### src/shared/apso_pkg.sv
package apso_pkg;

  // ---------------------------------------------------------------
  // widths and depths
  // ---------------------------------------------------------------
  localparam int CODE_W       = 15;
  localparam int RAW_W        = 17;
  localparam int SYNC_STAGES  = 3;
  localparam int PIPE_LATENCY = 3;
  localparam int BUF_DEPTH    = 2;

  // ---------------------------------------------------------------
  // timing
  // ---------------------------------------------------------------
  localparam int REF_CLK_PERIOD_PS = 4000;
  localparam int STROBE_DELAY_PS   = 6500;
  localparam int STROBE_DELAY_CYC  =
    (STROBE_DELAY_PS + REF_CLK_PERIOD_PS - 1) / REF_CLK_PERIOD_PS;
  localparam int DELAY_CNT_W       = 4;

  // ---------------------------------------------------------------
  // code values
  // ---------------------------------------------------------------
  localparam logic [14:0] CODE_RESET    = 15'h0000;
  localparam logic [14:0] CODE_POS_FULL = 15'h3fff;
  localparam logic [14:0] CODE_NEG_FULL = 15'h4000;
  localparam logic        FLAG_RESET    = 1'b0;
  localparam logic        STROBE_RESET  = 1'b0;

  // ---------------------------------------------------------------
  // carriers
  // ---------------------------------------------------------------
  typedef struct packed {
    logic        overrange;
    logic [14:0] code;
  } apso_sample_type;

  typedef struct packed {
    logic pos;
    logic neg;
  } apso_diff_type;

  localparam apso_sample_type SAMPLE_RESET = '{overrange: 1'b0, code: 15'h0000};
  localparam apso_diff_type   DIFF_RESET   = '{pos: 1'b0, neg: 1'b1};

endpackage

### src/apso_buffer.sv
`timescale 1ns/1ps
module apso_buffer #(
  parameter int WIDTH = 16,
  parameter int DEPTH = 2
) (
  input  wire logic             clk,
  input  wire logic             rst,
  input  wire logic             in_valid,
  input  wire logic [WIDTH-1:0] in_data,
  output logic                  in_ready,
  output logic                  out_valid,
  output logic      [WIDTH-1:0] out_data,
  input  wire logic             out_ready
);

  localparam int PTR_W = (DEPTH > 1) ? $clog2(DEPTH) : 1;
  localparam int CNT_W = $clog2(DEPTH + 1);

  // ---------------------------------------------------------------
  // storage
  // ---------------------------------------------------------------
  logic [WIDTH-1:0] mem_q [DEPTH];
  logic [PTR_W-1:0] wr_ptr_q;
  logic [PTR_W-1:0] rd_ptr_q;
  logic [CNT_W-1:0] count_q;
  logic             do_push;
  logic             do_pop;

  function automatic logic [PTR_W-1:0] next_ptr(input logic [PTR_W-1:0] ptr);
    next_ptr = (ptr == PTR_W'(DEPTH - 1)) ? '0 : PTR_W'(ptr + 1'b1);
  endfunction

  assign in_ready  = (count_q != CNT_W'(DEPTH));
  assign out_valid = (count_q != '0);
  assign out_data  = mem_q[rd_ptr_q];
  assign do_push   = in_valid & in_ready;
  assign do_pop    = out_valid & out_ready;

  // ---------------------------------------------------------------
  // pointers and fill level
  // ---------------------------------------------------------------
  always_ff @(posedge clk or posedge rst) begin
    if (rst) begin
      wr_ptr_q <= '0;
      rd_ptr_q <= '0;
      count_q  <= '0;
    end else begin
      if (do_push) begin
        wr_ptr_q <= next_ptr(wr_ptr_q);
      end
      if (do_pop) begin
        rd_ptr_q <= next_ptr(rd_ptr_q);
      end
      if (do_push && !do_pop) begin
        count_q <= CNT_W'(count_q + 1'b1);
      end else if (do_pop && !do_push) begin
        count_q <= CNT_W'(count_q - 1'b1);
      end
    end
  end

  always_ff @(posedge clk) begin
    if (do_push) begin
      mem_q[wr_ptr_q] <= in_data;
    end
  end

endmodule

### src/apso_output_top.sv
`timescale 1ns/1ps
// Operation
// - the overrange flag goes high for a sample whose input exceeded full scale, else low.
// - each result appears on a 15-bit bus with bit 0 least and bit 14 most significant.
// - the data-valid strobe rises a set delay after each falling converter clock edge that hands a word out.
// - one input sample is taken on every rising edge of the converter clock unless a full buffer freezes the pipeline.
// - core results are corrected and formatted into a 15-bit two's-complement code.
// - the code of a sample is delivered three converter clock cycles after its sampling edge, four once a stall leaves a word buffered.
// - the code and flag are stable when the strobe rises, so capture on that edge is safe.
// - the overrange flag travels with the code of the same sample, timed exactly like it.
module apso_output_top (
  input  wire logic                              ref_clk,
  input  wire logic                              sys_rst,
  input  wire logic                              conv_clock_pos,
  input  wire logic                              conv_clock_neg,
  input  wire logic signed [apso_pkg::RAW_W-1:0] raw_sample,
  input  wire logic                              capture_ready,
  output logic             [apso_pkg::CODE_W-1:0] out_code,
  output logic                                   overrange_flag,
  output logic                                   sample_valid_strobe
);

  localparam int LAT  = apso_pkg::PIPE_LATENCY;
  localparam int SW   = $bits(apso_pkg::apso_sample_type);
  localparam int EXTW = apso_pkg::RAW_W - apso_pkg::CODE_W;
  localparam int DCW  = apso_pkg::DELAY_CNT_W;
  localparam int PRW  = apso_pkg::SYNC_STAGES + 1;

  localparam logic signed [apso_pkg::RAW_W-1:0] RAW_MAX =
    $signed({{EXTW{1'b0}}, apso_pkg::CODE_POS_FULL});
  localparam logic signed [apso_pkg::RAW_W-1:0] RAW_MIN =
    $signed({{EXTW{1'b1}}, apso_pkg::CODE_NEG_FULL});
  localparam logic [DCW-1:0] DELAY_LOAD = DCW'(apso_pkg::STROBE_DELAY_CYC);
  localparam logic [DCW-1:0] DELAY_LAST = 4'h1;

  // ---------------------------------------------------------------
  // helpers
  // ---------------------------------------------------------------
  // differential decode: a defined state only when the two legs disagree
  function automatic logic diff_level(input apso_pkg::apso_diff_type d,
                                      input logic                    hold);
    if (d.pos && !d.neg) begin
      diff_level = 1'b1;
    end else if (!d.pos && d.neg) begin
      diff_level = 1'b0;
    end else begin
      diff_level = hold;
    end
  endfunction

  // error-corrected core word to clipped 15-bit code plus overrange
  function automatic apso_pkg::apso_sample_type format_raw(
    input logic signed [apso_pkg::RAW_W-1:0] raw);
    apso_pkg::apso_sample_type s;
    s = apso_pkg::SAMPLE_RESET;
    if (raw > RAW_MAX) begin
      s.code      = apso_pkg::CODE_POS_FULL;
      s.overrange = 1'b1;
    end else if (raw < RAW_MIN) begin
      s.code      = apso_pkg::CODE_NEG_FULL;
      s.overrange = 1'b1;
    end else begin
      s.code      = raw[apso_pkg::CODE_W-1:0];
      s.overrange = 1'b0;
    end
    format_raw = s;
  endfunction

  // ---------------------------------------------------------------
  // converter clock synchroniser and edge finder
  // ---------------------------------------------------------------
  apso_pkg::apso_diff_type clk_s1_q;
  apso_pkg::apso_diff_type clk_s2_q;
  apso_pkg::apso_diff_type clk_s3_q;
  logic                    clk_lvl_q;
  logic                    clk_lvl_d;
  logic                    clk_agree;
  logic                    conv_rise;
  logic                    conv_fall;
  logic [PRW-1:0]          prime_q;
  logic                    primed;

  assign clk_agree = (clk_s2_q == clk_s3_q);
  assign clk_lvl_d = clk_agree ? diff_level(clk_s3_q, clk_lvl_q) : clk_lvl_q;
  // no edge counts until the chain holds real pin values, so a reset
  // released in the high phase does not show up as a false rise
  assign primed    = prime_q[PRW-1];
  assign conv_rise = primed & clk_lvl_d & ~clk_lvl_q;
  assign conv_fall = primed & ~clk_lvl_d & clk_lvl_q;

  always_ff @(posedge ref_clk or posedge sys_rst) begin
    if (sys_rst) begin
      clk_s1_q  <= apso_pkg::DIFF_RESET;
      clk_s2_q  <= apso_pkg::DIFF_RESET;
      clk_s3_q  <= apso_pkg::DIFF_RESET;
      clk_lvl_q <= 1'b0;
      prime_q   <= '0;
    end else begin
      prime_q   <= {prime_q[PRW-2:0], 1'b1};
      clk_s1_q  <= '{pos: conv_clock_pos, neg: conv_clock_neg};
      clk_s2_q  <= clk_s1_q;
      clk_s3_q  <= clk_s2_q;
      clk_lvl_q <= clk_lvl_d;
    end
  end

  // ---------------------------------------------------------------
  // receiver ready synchroniser
  // ---------------------------------------------------------------
  logic rdy_s1_q;
  logic rdy_s2_q;
  logic rdy_s3_q;
  logic rdy_lvl_q;
  logic rdy_lvl_d;

  assign rdy_lvl_d = (rdy_s2_q == rdy_s3_q) ? rdy_s3_q : rdy_lvl_q;

  always_ff @(posedge ref_clk or posedge sys_rst) begin
    if (sys_rst) begin
      rdy_s1_q  <= 1'b0;
      rdy_s2_q  <= 1'b0;
      rdy_s3_q  <= 1'b0;
      rdy_lvl_q <= 1'b0;
    end else begin
      rdy_s1_q  <= capture_ready;
      rdy_s2_q  <= rdy_s1_q;
      rdy_s3_q  <= rdy_s2_q;
      rdy_lvl_q <= rdy_lvl_d;
    end
  end

  // ---------------------------------------------------------------
  // conversion pipeline
  // ---------------------------------------------------------------
  apso_pkg::apso_sample_type pipe_q [LAT];
  logic [LAT-1:0]            pipe_vld_q;
  apso_pkg::apso_sample_type fresh_sample;
  logic                      buf_in_ready;
  logic                      pipe_adv;
  logic                      buf_push;

  assign fresh_sample = format_raw(raw_sample);
  // a full buffer freezes the pipeline so no finished word is overwritten
  assign pipe_adv = conv_rise & (~pipe_vld_q[LAT-1] | buf_in_ready);
  assign buf_push = conv_rise & pipe_vld_q[LAT-1] & buf_in_ready;

  always_ff @(posedge ref_clk or posedge sys_rst) begin
    if (sys_rst) begin
      pipe_vld_q <= '0;
    end else if (pipe_adv) begin
      pipe_vld_q <= {pipe_vld_q[LAT-2:0], 1'b1};
    end
  end

  always_ff @(posedge ref_clk or posedge sys_rst) begin
    if (sys_rst) begin
      for (int i = 0; i < LAT; i++) begin
        pipe_q[i] <= apso_pkg::SAMPLE_RESET;
      end
    end else if (pipe_adv) begin
      pipe_q[0] <= fresh_sample;
      for (int i = 1; i < LAT; i++) begin
        pipe_q[i] <= pipe_q[i-1];
      end
    end
  end

  // ---------------------------------------------------------------
  // output buffer
  // ---------------------------------------------------------------
  logic          buf_out_valid;
  logic [SW-1:0] buf_out_bits;
  logic          buf_pop;

  apso_pkg::apso_sample_type buf_out_data;

  assign buf_out_data = apso_pkg::apso_sample_type'(buf_out_bits);
  assign buf_pop      = conv_fall & buf_out_valid & rdy_lvl_q;

  apso_buffer #(
    .WIDTH (SW),
    .DEPTH (apso_pkg::BUF_DEPTH)
  ) u_buffer (
    .clk       (ref_clk),
    .rst       (sys_rst),
    .in_valid  (buf_push),
    .in_data   (pipe_q[LAT-1]),
    .in_ready  (buf_in_ready),
    .out_valid (buf_out_valid),
    .out_data  (buf_out_bits),
    .out_ready (buf_pop)
  );

  // ---------------------------------------------------------------
  // output drivers and data-valid strobe
  // ---------------------------------------------------------------
  logic [apso_pkg::CODE_W-1:0] code_q;
  logic                        flag_q;
  logic                        strobe_q;
  logic                        strobe_d;
  logic [DCW-1:0]              dly_cnt_q;
  logic [DCW-1:0]              dly_cnt_d;

  assign dly_cnt_d = buf_pop ? DELAY_LOAD :
                     (dly_cnt_q != '0) ? DCW'(dly_cnt_q - 1'b1) : dly_cnt_q;
  // the strobe rises only after code and flag have settled, set wins over clear
  assign strobe_d  = (dly_cnt_q == DELAY_LAST) ? 1'b1 :
                     conv_rise ? 1'b0 : strobe_q;

  always_ff @(posedge ref_clk or posedge sys_rst) begin
    if (sys_rst) begin
      code_q    <= apso_pkg::CODE_RESET;
      flag_q    <= apso_pkg::FLAG_RESET;
      strobe_q  <= apso_pkg::STROBE_RESET;
      dly_cnt_q <= '0;
    end else begin
      if (buf_pop) begin
        code_q <= buf_out_data.code;
        flag_q <= buf_out_data.overrange;
      end
      strobe_q  <= strobe_d;
      dly_cnt_q <= dly_cnt_d;
    end
  end

  // bit 0 is the least significant line, bit 14 the most
  assign out_code            = code_q;
  assign overrange_flag      = flag_q;
  assign sample_valid_strobe = strobe_q;

endmodule

### config.mk
export PLATFORM = sky130hd
export DESIGN_NAME = apso_output_top
export DESIGN_NICKNAME = d
export VERILOG_FILES = /design/src/shared/apso_pkg.sv /design/src/apso_buffer.sv /design/src/apso_output_top.sv
export SDC_FILE = /design/constraint.sdc
export NUM_CORES = 1
export LEC_CHECK = 0
export ABC_AREA = 1
export BUFFER_PORTS_ARGS = -buffer_cell sky130_fd_sc_hd__buf_2
export CORE_ASPECT_RATIO = 0.9
export CORE_UTILIZATION = 25
export DETAILED_ROUTE_END_ITERATION = 8
export PLACE_DENSITY_LB_ADDON = 0.1
export SYNTH_ARGS = -nofsm -noshare
export SYNTH_HDL_FRONTEND = slang
export SYNTH_SLANG_ARGS = --single-unit
### constraint.sdc
create_clock -name ref_clk -period 4 [get_ports ref_clk]
set_input_delay 0.6 -clock ref_clk [delete_from_list [all_inputs] [get_ports ref_clk]]
set_output_delay 0.6 -clock ref_clk [all_outputs]
set_load 0.05 [all_outputs]
==> summary.md, run 1 <==
| Metric | Value |
|---|---|
| WP buf/inv | 1 |
| Worst skew pair latency | 0.41 ns |
| Fin crit share | 0.631 |
| Hold buffer count at CTS | 0 |
| Run status | complete, no violations |
| CTS tree | built |
| Sequential cell area | 0.00324 mm2 |
| Wire length per cell | 13.4 um |
| Delay-heaviest family, CP | simple AND/OR/NAND/NOR gates |
| Vias | 3496 |
| Synth cell types | 25 |
| H-tree levels | 4 |
| Crit path max fanout | 22 |
| CP max stage delay | 0.53 ns |
| Core region area | 0.0193 mm2 |
| Syn avg cell area | 9.81 um2 |
| First-pass GRT wire length | 18300 um |
| Pleak | 2.94 nW |
| Fmax | 0.396 GHz |
| Most frequent cells in the layout | nand2_1, dfrtp_1, nand4_1 |
| #FFs+latches synth | 123 |
| CP Data Required Time | 4.28 ns |
| PwrDens | 703 mW/mm2 |
| RSZ-0062 raised after global routing | false |
| Die X | 151 um |
| Share of cells above drive strength 1 | 0.162 |
| Post-route cell area | 0.00600 mm2 |
| P&R area growth vs syn | 20.6% |
| Port Buf Inserts | 38 |
| CTS sink cnt | 123 |
| Slew @ Worst Pin | 0.977 ns |
| Post-CTS setup buffer count | 0 |
| # nets final | 566 |
| Dominant cell type by area after synthesis | dfrtp_1 |
| Startpoint Class | flip-flop |
| Post-Syn Instances | 507 |
| Router iterations before antenna repair | 4 |
| Synth top area cells | dfrtp_1, edfxtp_1, nand2_1 |
| Slew Limit Fails | 0 |
| Post-detailed-route via-to-cell ratio | 4.35 |
| Worst R2R Start | clk_s2_q[0] |
| Hold WS | 0.295 ns |
| Syn. warnings | 0 |
| I/O pin total | 39 |
| Placed Cells incl. Taps | 772 |
| Mapped Nets | 532 |
| Detailed-placement wirelength estimate | 6690 um |
| Total CTS buffers | 17 |
| Fin. Hold Viols | 0 |
| Starting Density | 0.257 |
| Antenna-violating nets left | 0 |
| Post-route setup TNS | 0 ns |
| Final wirelength | 10800 um |
| Post_cts resized | 0 |
| Slowest stage cell, crit path | dfstp_2 |
| Clock Root Buffer | clkbuf_16 |
| Worst Clk Skew | 0.00897 ns |
| Max-slew headroom | 0.347 |
| Cells along the critical path | inv_2 > nand3_1 > nand2_1 > nand2_2 > nand3_2 > ha_1 > a21oi_1 > o21ai_0 > xor2_1 |
| Clock buffer depth | 2 |
| Initial drt markers | 232 |
| Most common cell after layout, fill and taps aside | nand2_1 |
| Hold Path Origin | conv_clock_neg |
| Maxcap violations | 0 |
| Placement Cell Area | 0.00541 mm2 |
| Die area | 0.0205 mm2 |
| Die Y | 136 um |
| Overall Global Routing Usage | 0.117 |
| Register area share after synthesis | 0.652 |
| Final setup viols | 0 |
| Routability Congestion | 0.663 |
| Overall power | 0.00422 W |
| Worst setup path class | flip-flop to flip-flop |
| Critical path origin | clk_s2_q[0] |
| Area of the multi-input gates | 0.00153 mm2 |
| WP data arrival | 2.80 ns |
| Core Rows | 48 |
| Mapped cell area | 0.00497 mm2 |
| Layout fillers | 2071 |
| Post-synth top area share | 0.443 |
| Hold Path Class | input port to flip-flop |
| Clock slew at reported path FFs | 0.05 ns |
| Crit. End Element | flip-flop |
| Peak VDD IR | 0.273 mV |
| GRT overflow | 0 |
| Min Tclk post-route | 2.53 ns |
| Fin cells | 804 |
| Largest net degree at the start of global routing | 55 |
| ANT cells | 0 |
| DRC | 0 |
| Vias in the first global route | 3467 |
| Initial antenna violation count | 0 |
==> synthesized netlist by cell type <==
master,instances
inv_2,7
nand3_1,4
o21bai_1,1
xor2_1,2
nand4_1,70
a21oi_1,2
edfxtp_1,32
nand2_2,2
nor3_1,2
nor2_2,1
nand2_1,230
o21ai_0,4
inv_1,15
clkbuf_1,12
buf_2,18
nand3_2,1
conb_1,1
nor2_1,5
nor2_4,1
xnor2_1,1
maj3_1,1
dfrtp_1,88
ha_1,3
dfstp_2,3
a21oi_2,1
==> area by class of cell <==
type	count	share of cell area
Clock buffer	23	0.0780
Clock inverter	9	0.0200
Inverter	22	0.0140
Multi-Input combinational cell	332	0.255
Sequential cell	123	0.541
Tap cell	250	0.0522
Timing Repair Buffer	45	0.0405
==> registers in the layout (all words and copies together) (netlist names), 3 cells and up <==
register / count
pipe_q: 48
out_code: 15
pipe_vld_q: 3
u_buffer.mem_q: 32
prime_q: 4
dly_cnt_q: 4
==> kinds of logic after synthesis <==
| logic type | Yosys count | share of synthesized area |
|---|---|---|
| simple gates | 316 | 0.279 |
| flops | 123 | 0.652 |
| buf+inv | 52 | 0.0438 |
| compound gates | 8 | 0.00931 |
| fa+ha+maj | 4 | 0.00956 |
| xor+xnor | 3 | 0.00528 |
| other cells | 1 | 0.000754 |
==> routing by layer <==
layer | track usage | wire, um | share of wire | vias to the layer above
li1 | - | - | - | 1767
met2 | 0.164 | 4470 | 0.41 | 60
met5 | 0 | 0 | 0 | -
met4 | 0.0450 | 155 | 0.014 | 0
met1 | 0.169 | 5730 | 0.53 | 1655
met3 | 0.0352 | 463 | 0.043 | 14
==> final timing paths <==
check                      cells past startpoint  slack [ns]             endpoint
min reg2reg                                    0        0.35           prime_q[1]
min in group asynchronous                      2        0.33           pipe_q[45]
max in group asynchronous                      3        2.72          clk_s3_q[0]
min                                            1        0.30          clk_s1_q[0]
max                                            9        1.47  u_buffer.count_q[1]
max reg2reg                                    9        1.47  u_buffer.count_q[1]
==> stage by stage <==
stage                     worst slack [ns]   util
after CTS                             1.43  0.310
after global routing                  1.27  0.310
final                                 1.47  0.310
after detailed placement              1.50  0.280
after floorplan                       1.04      -
after global placement                1.55  0.280
==> where the power goes <==
part,leakage (nW),internal [W],switching (W)
clock,0.294,0.00100,0.000514
combinational,1.22,0.000251,0.000552
sequential,1.43,0.00166,0.000235
==> worst reg2reg max path, cell delays in order, from the launching register on <==
cell	delay [ns]
dfstp_2	0.53
inv_2	0.04
nand3_1	0.12
nand2_1	0.12
nand2_2	0.26
nand3_2	0.41
ha_1	0.47
a21oi_1	0.14
o21ai_0	0.14
xor2_1	0.16
Note: power is estimated with default switching activity, not from simulation.
==> inputs of run 2 (changes only) <==
ABC_AREA = 0   (was 1)
clock period = 2.6 ns   (was 4 ns; I/O delays follow)
==> summary.md, run 2 <==
| Metric | Value |
|---|---|
| Post_cts resized | 0 (unchanged) |
| Met1 Wirelength | 3780 um (was 5730 um) |
| Hold Path Origin | conv_clock_neg (unchanged) |
| Die Y | 132 um (was 136 um) |
| Antenna-violating nets left | 0 (unchanged) |
| H-tree levels | 4 (unchanged) |
| Post-synthesis compound-gate area fraction | 0.0250 (was 0.00931) |
| Dominant cell type by area after synthesis | dfrtp_1 (unchanged) |
| Most common cell after layout, fill and taps aside | dfrtp_1 (was nand2_1) |
| Post-CTS setup buffer count | 0 (unchanged) |
| PwrDens | 839 mW/mm2 (was 703 mW/mm2) |
| Sequential power share | 0.457 (was 0.450) |
| Worst setup path class | flip-flop to flip-flop (unchanged) |
| Post-synth EDFFs | 32 (unchanged) |
| Critical path origin | clk_s2_q[0] (unchanged) |
| Clock buffer depth | 2 (unchanged) |
| Clock network power share | 0.472 (was 0.360) |
| Detailed-placement wirelength estimate | 5020 um (was 6690 um) |
| Comb power frac | 0.071 (was 0.190) |
| Worst skew pair latency | 0.41 ns (about the same) |
| Largest family of logic cells by synthesized area | multiplexers (was simple AND/OR/NAND/NOR gates) |
| Largest net degree at the start of global routing | 49 (was 55) |
| Initial antenna violation count | 0 (unchanged) |
| Top reg by flops | pipe_q (unchanged) |
| Mapped Nets | 322 (was 532) |
| Max-slew headroom | 0.478 (was 0.347) |
| Register area share after synthesis | 0.690 (was 0.652) |
| Mapped cell area | 0.00470 mm2 (was 0.00497 mm2) |
| P&R area growth vs syn | 23.7% (was 20.6%) |
| Switching share of power | 0.224 (was 0.308) |
| #FFs+latches synth | 123 (unchanged) |
| # nets final | 375 (was 566) |
| Max FFs per register | 48 (unchanged) |
| Hold Path Class | input port to flip-flop (unchanged) |
| WP data arrival | 2.38 ns (was 2.80 ns) |
| Min Tclk post-route | 2.09 ns (was 2.53 ns) |
| Max Used Layer | met4 (unchanged) |
| Startpoint Class | flip-flop (unchanged) |
| Worst Clk Skew | 0.00738 ns (was 0.00897 ns) |
| Clock Root Buffer | clkbuf_16 (unchanged) |
| Vias | 2324 (was 3496) |
| Syn. warnings | 0 (unchanged) |
| Mux contribution to synthesized area | 0.200 (was 0) |
| XOR/XNOR share of the synthesized area | 0.0112 (was 0.00528) |
| Final setup viols | 0 (unchanged) |
| ANT cells | 0 (unchanged) |
| Met3 WL | 295 um (was 463 um) |
| First-pass GRT wire length | 13300 um (was 18300 um) |
| Crit. End Element | flip-flop (unchanged) |
| Crit path max fanout | 16 (was 22) |
| Synth cell types | 34 (was 25) |
| Router iterations before antenna repair | 4 (unchanged) |
| Pleak | 2.68 nW (was 2.94 nW) |
| Reg2reg setup slack | 0.51 ns (was 1.47 ns) |
| Overall Global Routing Usage | 0.0928 (was 0.117) |
| CTS sink cnt | 123 (unchanged) |
| Fin crit share | 0.804 (was 0.631) |
| Total CTS buffers | 17 (unchanged) |
| Wire length per cell | 13.0 um (was 13.4 um) |
| Synth top area cells | dfrtp_1, edfxtp_1, mux2_2 (was dfrtp_1, edfxtp_1, nand2_1) |
| Fin. Hold Viols | 0 (unchanged) |
| Post-synthesis simple-gate area fraction | 0.0325 (was 0.279) |
| Post-synth top area share | 0.469 (was 0.443) |
| DRC | 0 (unchanged) |
| Starting Density | 0.255 (was 0.257) |
| Commonest cells post-synth | dfrtp_1, mux2_2, edfxtp_1, inv_1 (was nand2_1, dfrtp_1, nand4_1, edfxtp_1, buf_2) |
| Core region area | 0.0184 mm2 (was 0.0193 mm2) |
| Syn avg cell area | 15.8 um2 (was 9.81 um2) |
| Routability Congestion | 0.673 (was 0.663) |
| Final wirelength | 7880 um (was 10800 um) |
| Die area | 0.0193 mm2 (was 0.0205 mm2) |
| Peak VDD IR | 0.472 mV (was 0.273 mV) |
| Post-route setup TNS | 0 ns (unchanged) |
| Core Rows | 47 (was 48) |
| Run status | complete, no violations (unchanged) |
| Worst R2R Start | clk_s2_q[0] (unchanged) |
| Slew @ Worst Pin | 0.782 ns (was 0.977 ns) |
| Vias in the first global route | 2555 (was 3467) |
| Overall power | 0.00487 W (was 0.00422 W) |
| GRT overflow | 0 (unchanged) |
| Main synth FF type | dfrtp_1 (unchanged) |
| I/O pin total | 39 (unchanged) |
| Slew Limit Fails | 0 (unchanged) |
| Port Buf Inserts | 38 (unchanged) |
| Post-Syn Instances | 297 (was 507) |
| Clock slew at reported path FFs | 0.06 ns (was 0.05 ns) |
| Wire length on met2 | 3650 um (was 4470 um) |
| CP Data Required Time | 2.89 ns (was 4.28 ns) |
| Post-detailed-route via-to-cell ratio | 3.82 (was 4.35) |
| RSZ-0062 raised after global routing | false (unchanged) |
| Psw | 0.00109 W (was 0.00130 W) |
| Fmax | 0.478 GHz (was 0.396 GHz) |
| Most frequent cell after synthesis | dfrtp_1 (was nand2_1) |
| Die X | 146 um (was 151 um) |
| Most frequent cells in the layout | dfrtp_1, mux2_2, buf_2 (was nand2_1, dfrtp_1, nand4_1) |
| Maxcap violations | 0 (unchanged) |
| Share of cells above drive strength 1 | 0.433 (was 0.162) |
| Internal | 0.00378 W (was 0.00292 W) |
| CTS tree | built (unchanged) |
| Initial drt markers | 59 (was 232) |
| Async SR Flop Fraction | 0.740 (unchanged) |
| Area share of fa/ha/maj cells after synthesis | 0.0101 (was 0.00956) |
-- run 2: area by class of cell --
type / instances / area [um2]
tap: 245 / 307
fill: 1812 / 12600
inverter: 21 / 82.6
clock inverter: 9 / 83.8
multi-input combinational: 142 / 1320
timing repair buffer: 45 / 270
clock buffer: 23 / 509
sequential: 123 / 3240
-- run 2: critical path, cell delays in order (launching register included) --
cell     delay (ns)
dfstp_2        0.53
or3b_4         0.39
nor3_4         0.37
buf_4          0.31
mux2_2         0.36
-- run 2: path summary, 6_finish.rpt --
path	cells past startpoint	endpoint
max	4	out_code[4]
min	1	clk_s1_q[0]
max reg2reg	4	out_code[4]
min reg2reg	0	rdy_s2_q
max in group asynchronous	4	out_code[6]
min in group asynchronous	3	prime_q[0]
-- run 2: per-stage QoR --
step                      hold slack (ns)  area [um2]  cells  setup slack, ns  utilization
final                              0.0772        5810    608            0.509        0.316
after global routing               0.0582        5810    608            0.352        0.316
after CTS                          0.0594        5810    608            0.475        0.316
after detailed placement            0.292        5210    575            0.486        0.283
after global placement              0.285        5210    575            0.523        0.283
after floorplan                     0.331        4700    297            0.635            -
-- run 2: per-layer routing --
metal	up-vias	GRT usage
met5	-	0
met4	0	0.0556
met3	11	0.0318
met2	34	0.138
met1	1128	0.117
li1	1151	-
-- run 2: timing repair --
| action | CTS | global route |
|---|---|---|
| endpoints found under the hold margin | 1 | 0 |
| hold buffers | 1 | 0 |
| endpoints found under the setup margin | 0 | 0 |
-- run 2: logic make-up (layout without fill, tap and decap cells) --
family | after synthesis | count (layout)
flops | 123 | 123
mux | 85 | 85
buf+inv | 32 | 98
simple gates | 26 | 26
compound gates | 20 | 20
xor+xnor | 6 | 6
fa+ha+maj | 4 | 4
other cells | 1 | 1
-- run 2: power groups by stage --
stage / clock (W) / combinational (W) / sequential [W]
2_1_floorplan: 0 / 0.000258 / 0.00225
3_3_place_gp: 0 / 0.000340 / 0.00226
4_1_cts: 0.00237 / 0.000355 / 0.00223
3_5_place_dp: 0 / 0.000349 / 0.00227
6_report: 0.00230 / 0.000344 / 0.00223
5_1_grt: 0.00246 / 0.000394 / 0.00225
==> inputs of run 3 (changes only) <==
ABC_AREA = 1   (was 0)
clock period = 2 ns   (was 2.6 ns; I/O delays follow)
==> summary.md, run 3 (synthesized netlist as in run 1, its figures left out) <==
| Metric | Value |
|---|---|
| Run status | complete, no violations (unchanged) |
| Die Y | 136 um (was 132 um) |
| Clock slew at reported path FFs | 0.05 ns (was 0.06 ns) |
| Fin crit share | 0.898 (was 0.804) |
| Routability Congestion | 0.702 (was 0.673) |
| Total CTS buffers | 17 (unchanged) |
| Slew Limit Fails | 0 (unchanged) |
| WP data arrival | 2.08 ns (was 2.38 ns) |
| DRC | 0 (unchanged) |
| Met3 WL | 439 um (was 295 um) |
| Crit. End Element | flip-flop (unchanged) |
| Top reg by flops | pipe_q (unchanged) |
| Worst R2R Start | clk_s2_q[0] (unchanged) |
| Sequential cell area | 0.00324 mm2 (unchanged) |
| Final setup viols | 0 (unchanged) |
| P&R area growth vs syn | 22.9% (was 23.7%) |
| Final wirelength | 10600 um (was 7880 um) |
| Worst setup path class | flip-flop to flip-flop (unchanged) |
| Met1 Wirelength | 5740 um (was 3780 um) |
| CP Data Required Time | 2.28 ns (was 2.89 ns) |
| Largest net degree at the start of global routing | 92 (was 49) |
| Max FFs per register | 48 (unchanged) |
| Max Used Layer | met4 (unchanged) |
| Post-route setup TNS | 0 ns (unchanged) |
| Die X | 151 um (was 146 um) |
| Router iterations before antenna repair | 4 (unchanged) |
| Overall power | 0.00852 W (was 0.00487 W) |
| Maxcap violations | 0 (unchanged) |
| Startpoint Class | flip-flop (unchanged) |
| Hold Path Class | input port to asynchronous set/reset pin (was input port to flip-flop) |
| PwrDens | 1390 mW/mm2 (was 839 mW/mm2) |
| Clock Root Buffer | clkbuf_16 (unchanged) |
| Share of cells above drive strength 1 | 0.164 (was 0.433) |
| Initial antenna violation count | 0 (unchanged) |
| Worst skew pair latency | 0.41 ns (about the same) |
| Antenna-violating nets left | 0 (unchanged) |
| Post-detailed-route via-to-cell ratio | 4.28 (was 3.82) |
| Most frequent cells in the layout | nand2_1, dfrtp_1, nand4_1 (was dfrtp_1, mux2_2, buf_2) |
| Port Buf Inserts | 38 (unchanged) |
| Post-CTS setup buffer count | 0 (unchanged) |
| Area of the multi-input gates | 0.00153 mm2 (was 0.00132 mm2) |
| CTS tree | built (unchanged) |
| First-pass GRT wire length | 17800 um (was 13300 um) |
| Layout fillers | 2015 (was 1812) |
| ANT cells | 0 (unchanged) |
| Peak VDD IR | 0.498 mV (was 0.472 mV) |
| Overall Global Routing Usage | 0.115 (was 0.0928) |
| H-tree levels | 4 (unchanged) |
| CTS sink cnt | 123 (unchanged) |
| GRT overflow | 0 (unchanged) |
| Clock buffer depth | 2 (unchanged) |
| RSZ-0062 raised after global routing | false (unchanged) |
| Core Rows | 48 (was 47) |
| Min Tclk post-route | 1.80 ns (was 2.09 ns) |
| Pleak | 2.98 nW (was 2.68 nW) |
| Crit path max fanout | 3 (was 16) |
| I/O pin total | 39 (unchanged) |
| Critical path origin | clk_s2_q[0] (unchanged) |
| Vias | 3472 (was 2324) |
| Core region area | 0.0193 mm2 (was 0.0184 mm2) |
| # nets final | 575 (was 375) |
| Die area | 0.0205 mm2 (was 0.0193 mm2) |
| Detailed-placement wirelength estimate | 6280 um (was 5020 um) |
| Starting Density | 0.257 (was 0.255) |
| Fin. Hold Viols | 0 (unchanged) |
| Slew @ Worst Pin | 0.562 ns (was 0.782 ns) |
| Wire length on met2 | 4270 um (was 3650 um) |
| Worst Clk Skew | 0.00837 ns (was 0.00738 ns) |
| Max-slew headroom | 0.625 (was 0.478) |
| Most common cell after layout, fill and taps aside | nand2_1 (was dfrtp_1) |
| Wire length per cell | 13.0 um (about the same) |
| Fmax | 0.557 GHz (was 0.478 GHz) |
| Vias in the first global route | 3391 (was 2555) |
| Initial drt markers | 240 (was 59) |
## run 3: cell types whose count changed in the layout (fill, tap and decap cells not counted), moves of 5 or more
cell     previous run  this run
mux2_2             69         0
nand4_1             1        70
inv_2               1         7
nor2_1             11         5
inv_1              19        14
o21ai_0            16         4
mux2i_1            16         0
nand2_1             3       230
buf_4               4        10
## run 3: critical path, cell delays in order (launching register included)
cell and delay, ns:
dfstp_2 0.53, inv_2 0.03, nand3_1 0.11, nand2_1 0.12, nand4_1 0.13, inv_1 0.06, ha_1 0.30, a21oi_1 0.11
o21ai_0 0.12, xor2_1 0.15
## run 3: stage by stage
stage          instance area (um2)  instances  setup slack (ns)  hold slack [ns]  utilization
2_1_floorplan                 4980        507            0.0695            0.304            -
3_3_place_gp                  5490        778             0.207            0.332        0.284
3_5_place_dp                  5490        778             0.209            0.337        0.284
4_1_cts                       6110        812             0.190           0.0468        0.316
5_1_grt                       6110        812            0.0399           0.0770        0.316
6_report                      6110        812             0.203           0.0247        0.316
## run 3: layout make-up
type                    count  area share
flip-flops and latches    123       0.530
multi-input cells         332       0.250
clock buffers              21      0.0721
repair buffers             54      0.0581
well taps                 250      0.0512
clock inverters            10      0.0244
inverters                  22      0.0141
## run 3: power breakdown
group | total, W | internal [W] | switching, W
sequential | 0.00376 | 0.00332 | 0.000438
combinational | 0.00165 | 0.000531 | 0.00112
clock | 0.00310 | 0.00206 | 0.00104
total | 0.00852 | 0.00591 | 0.00260
## run 3: routing by layer
layer,global-route usage,up-vias
met1,0.164,1627
met2,0.160,58
met4,0.0450,0
met3,0.0366,11
li1,-,1776
met5,0,-
## run 3: timing repair
action,CTS,global route
hold buffers,3,0
resized for setup,0,0
endpoints found under the hold margin,3,0
## run 3: worst paths after layout
check	endpoint	slack (ns)	cells after the start
worst min-delay path	pipe_q[46]	0.02	3
worst max-delay path	u_buffer.count_q[1]	0.20	9
worst max register to register	u_buffer.count_q[1]	0.20	9
max in group asynchronous	clk_s3_q[0]	1.59	3
worst min register to register	clk_s2_q[1]	0.35	0
min in group ref_clk	pipe_q[46]	0.17	3
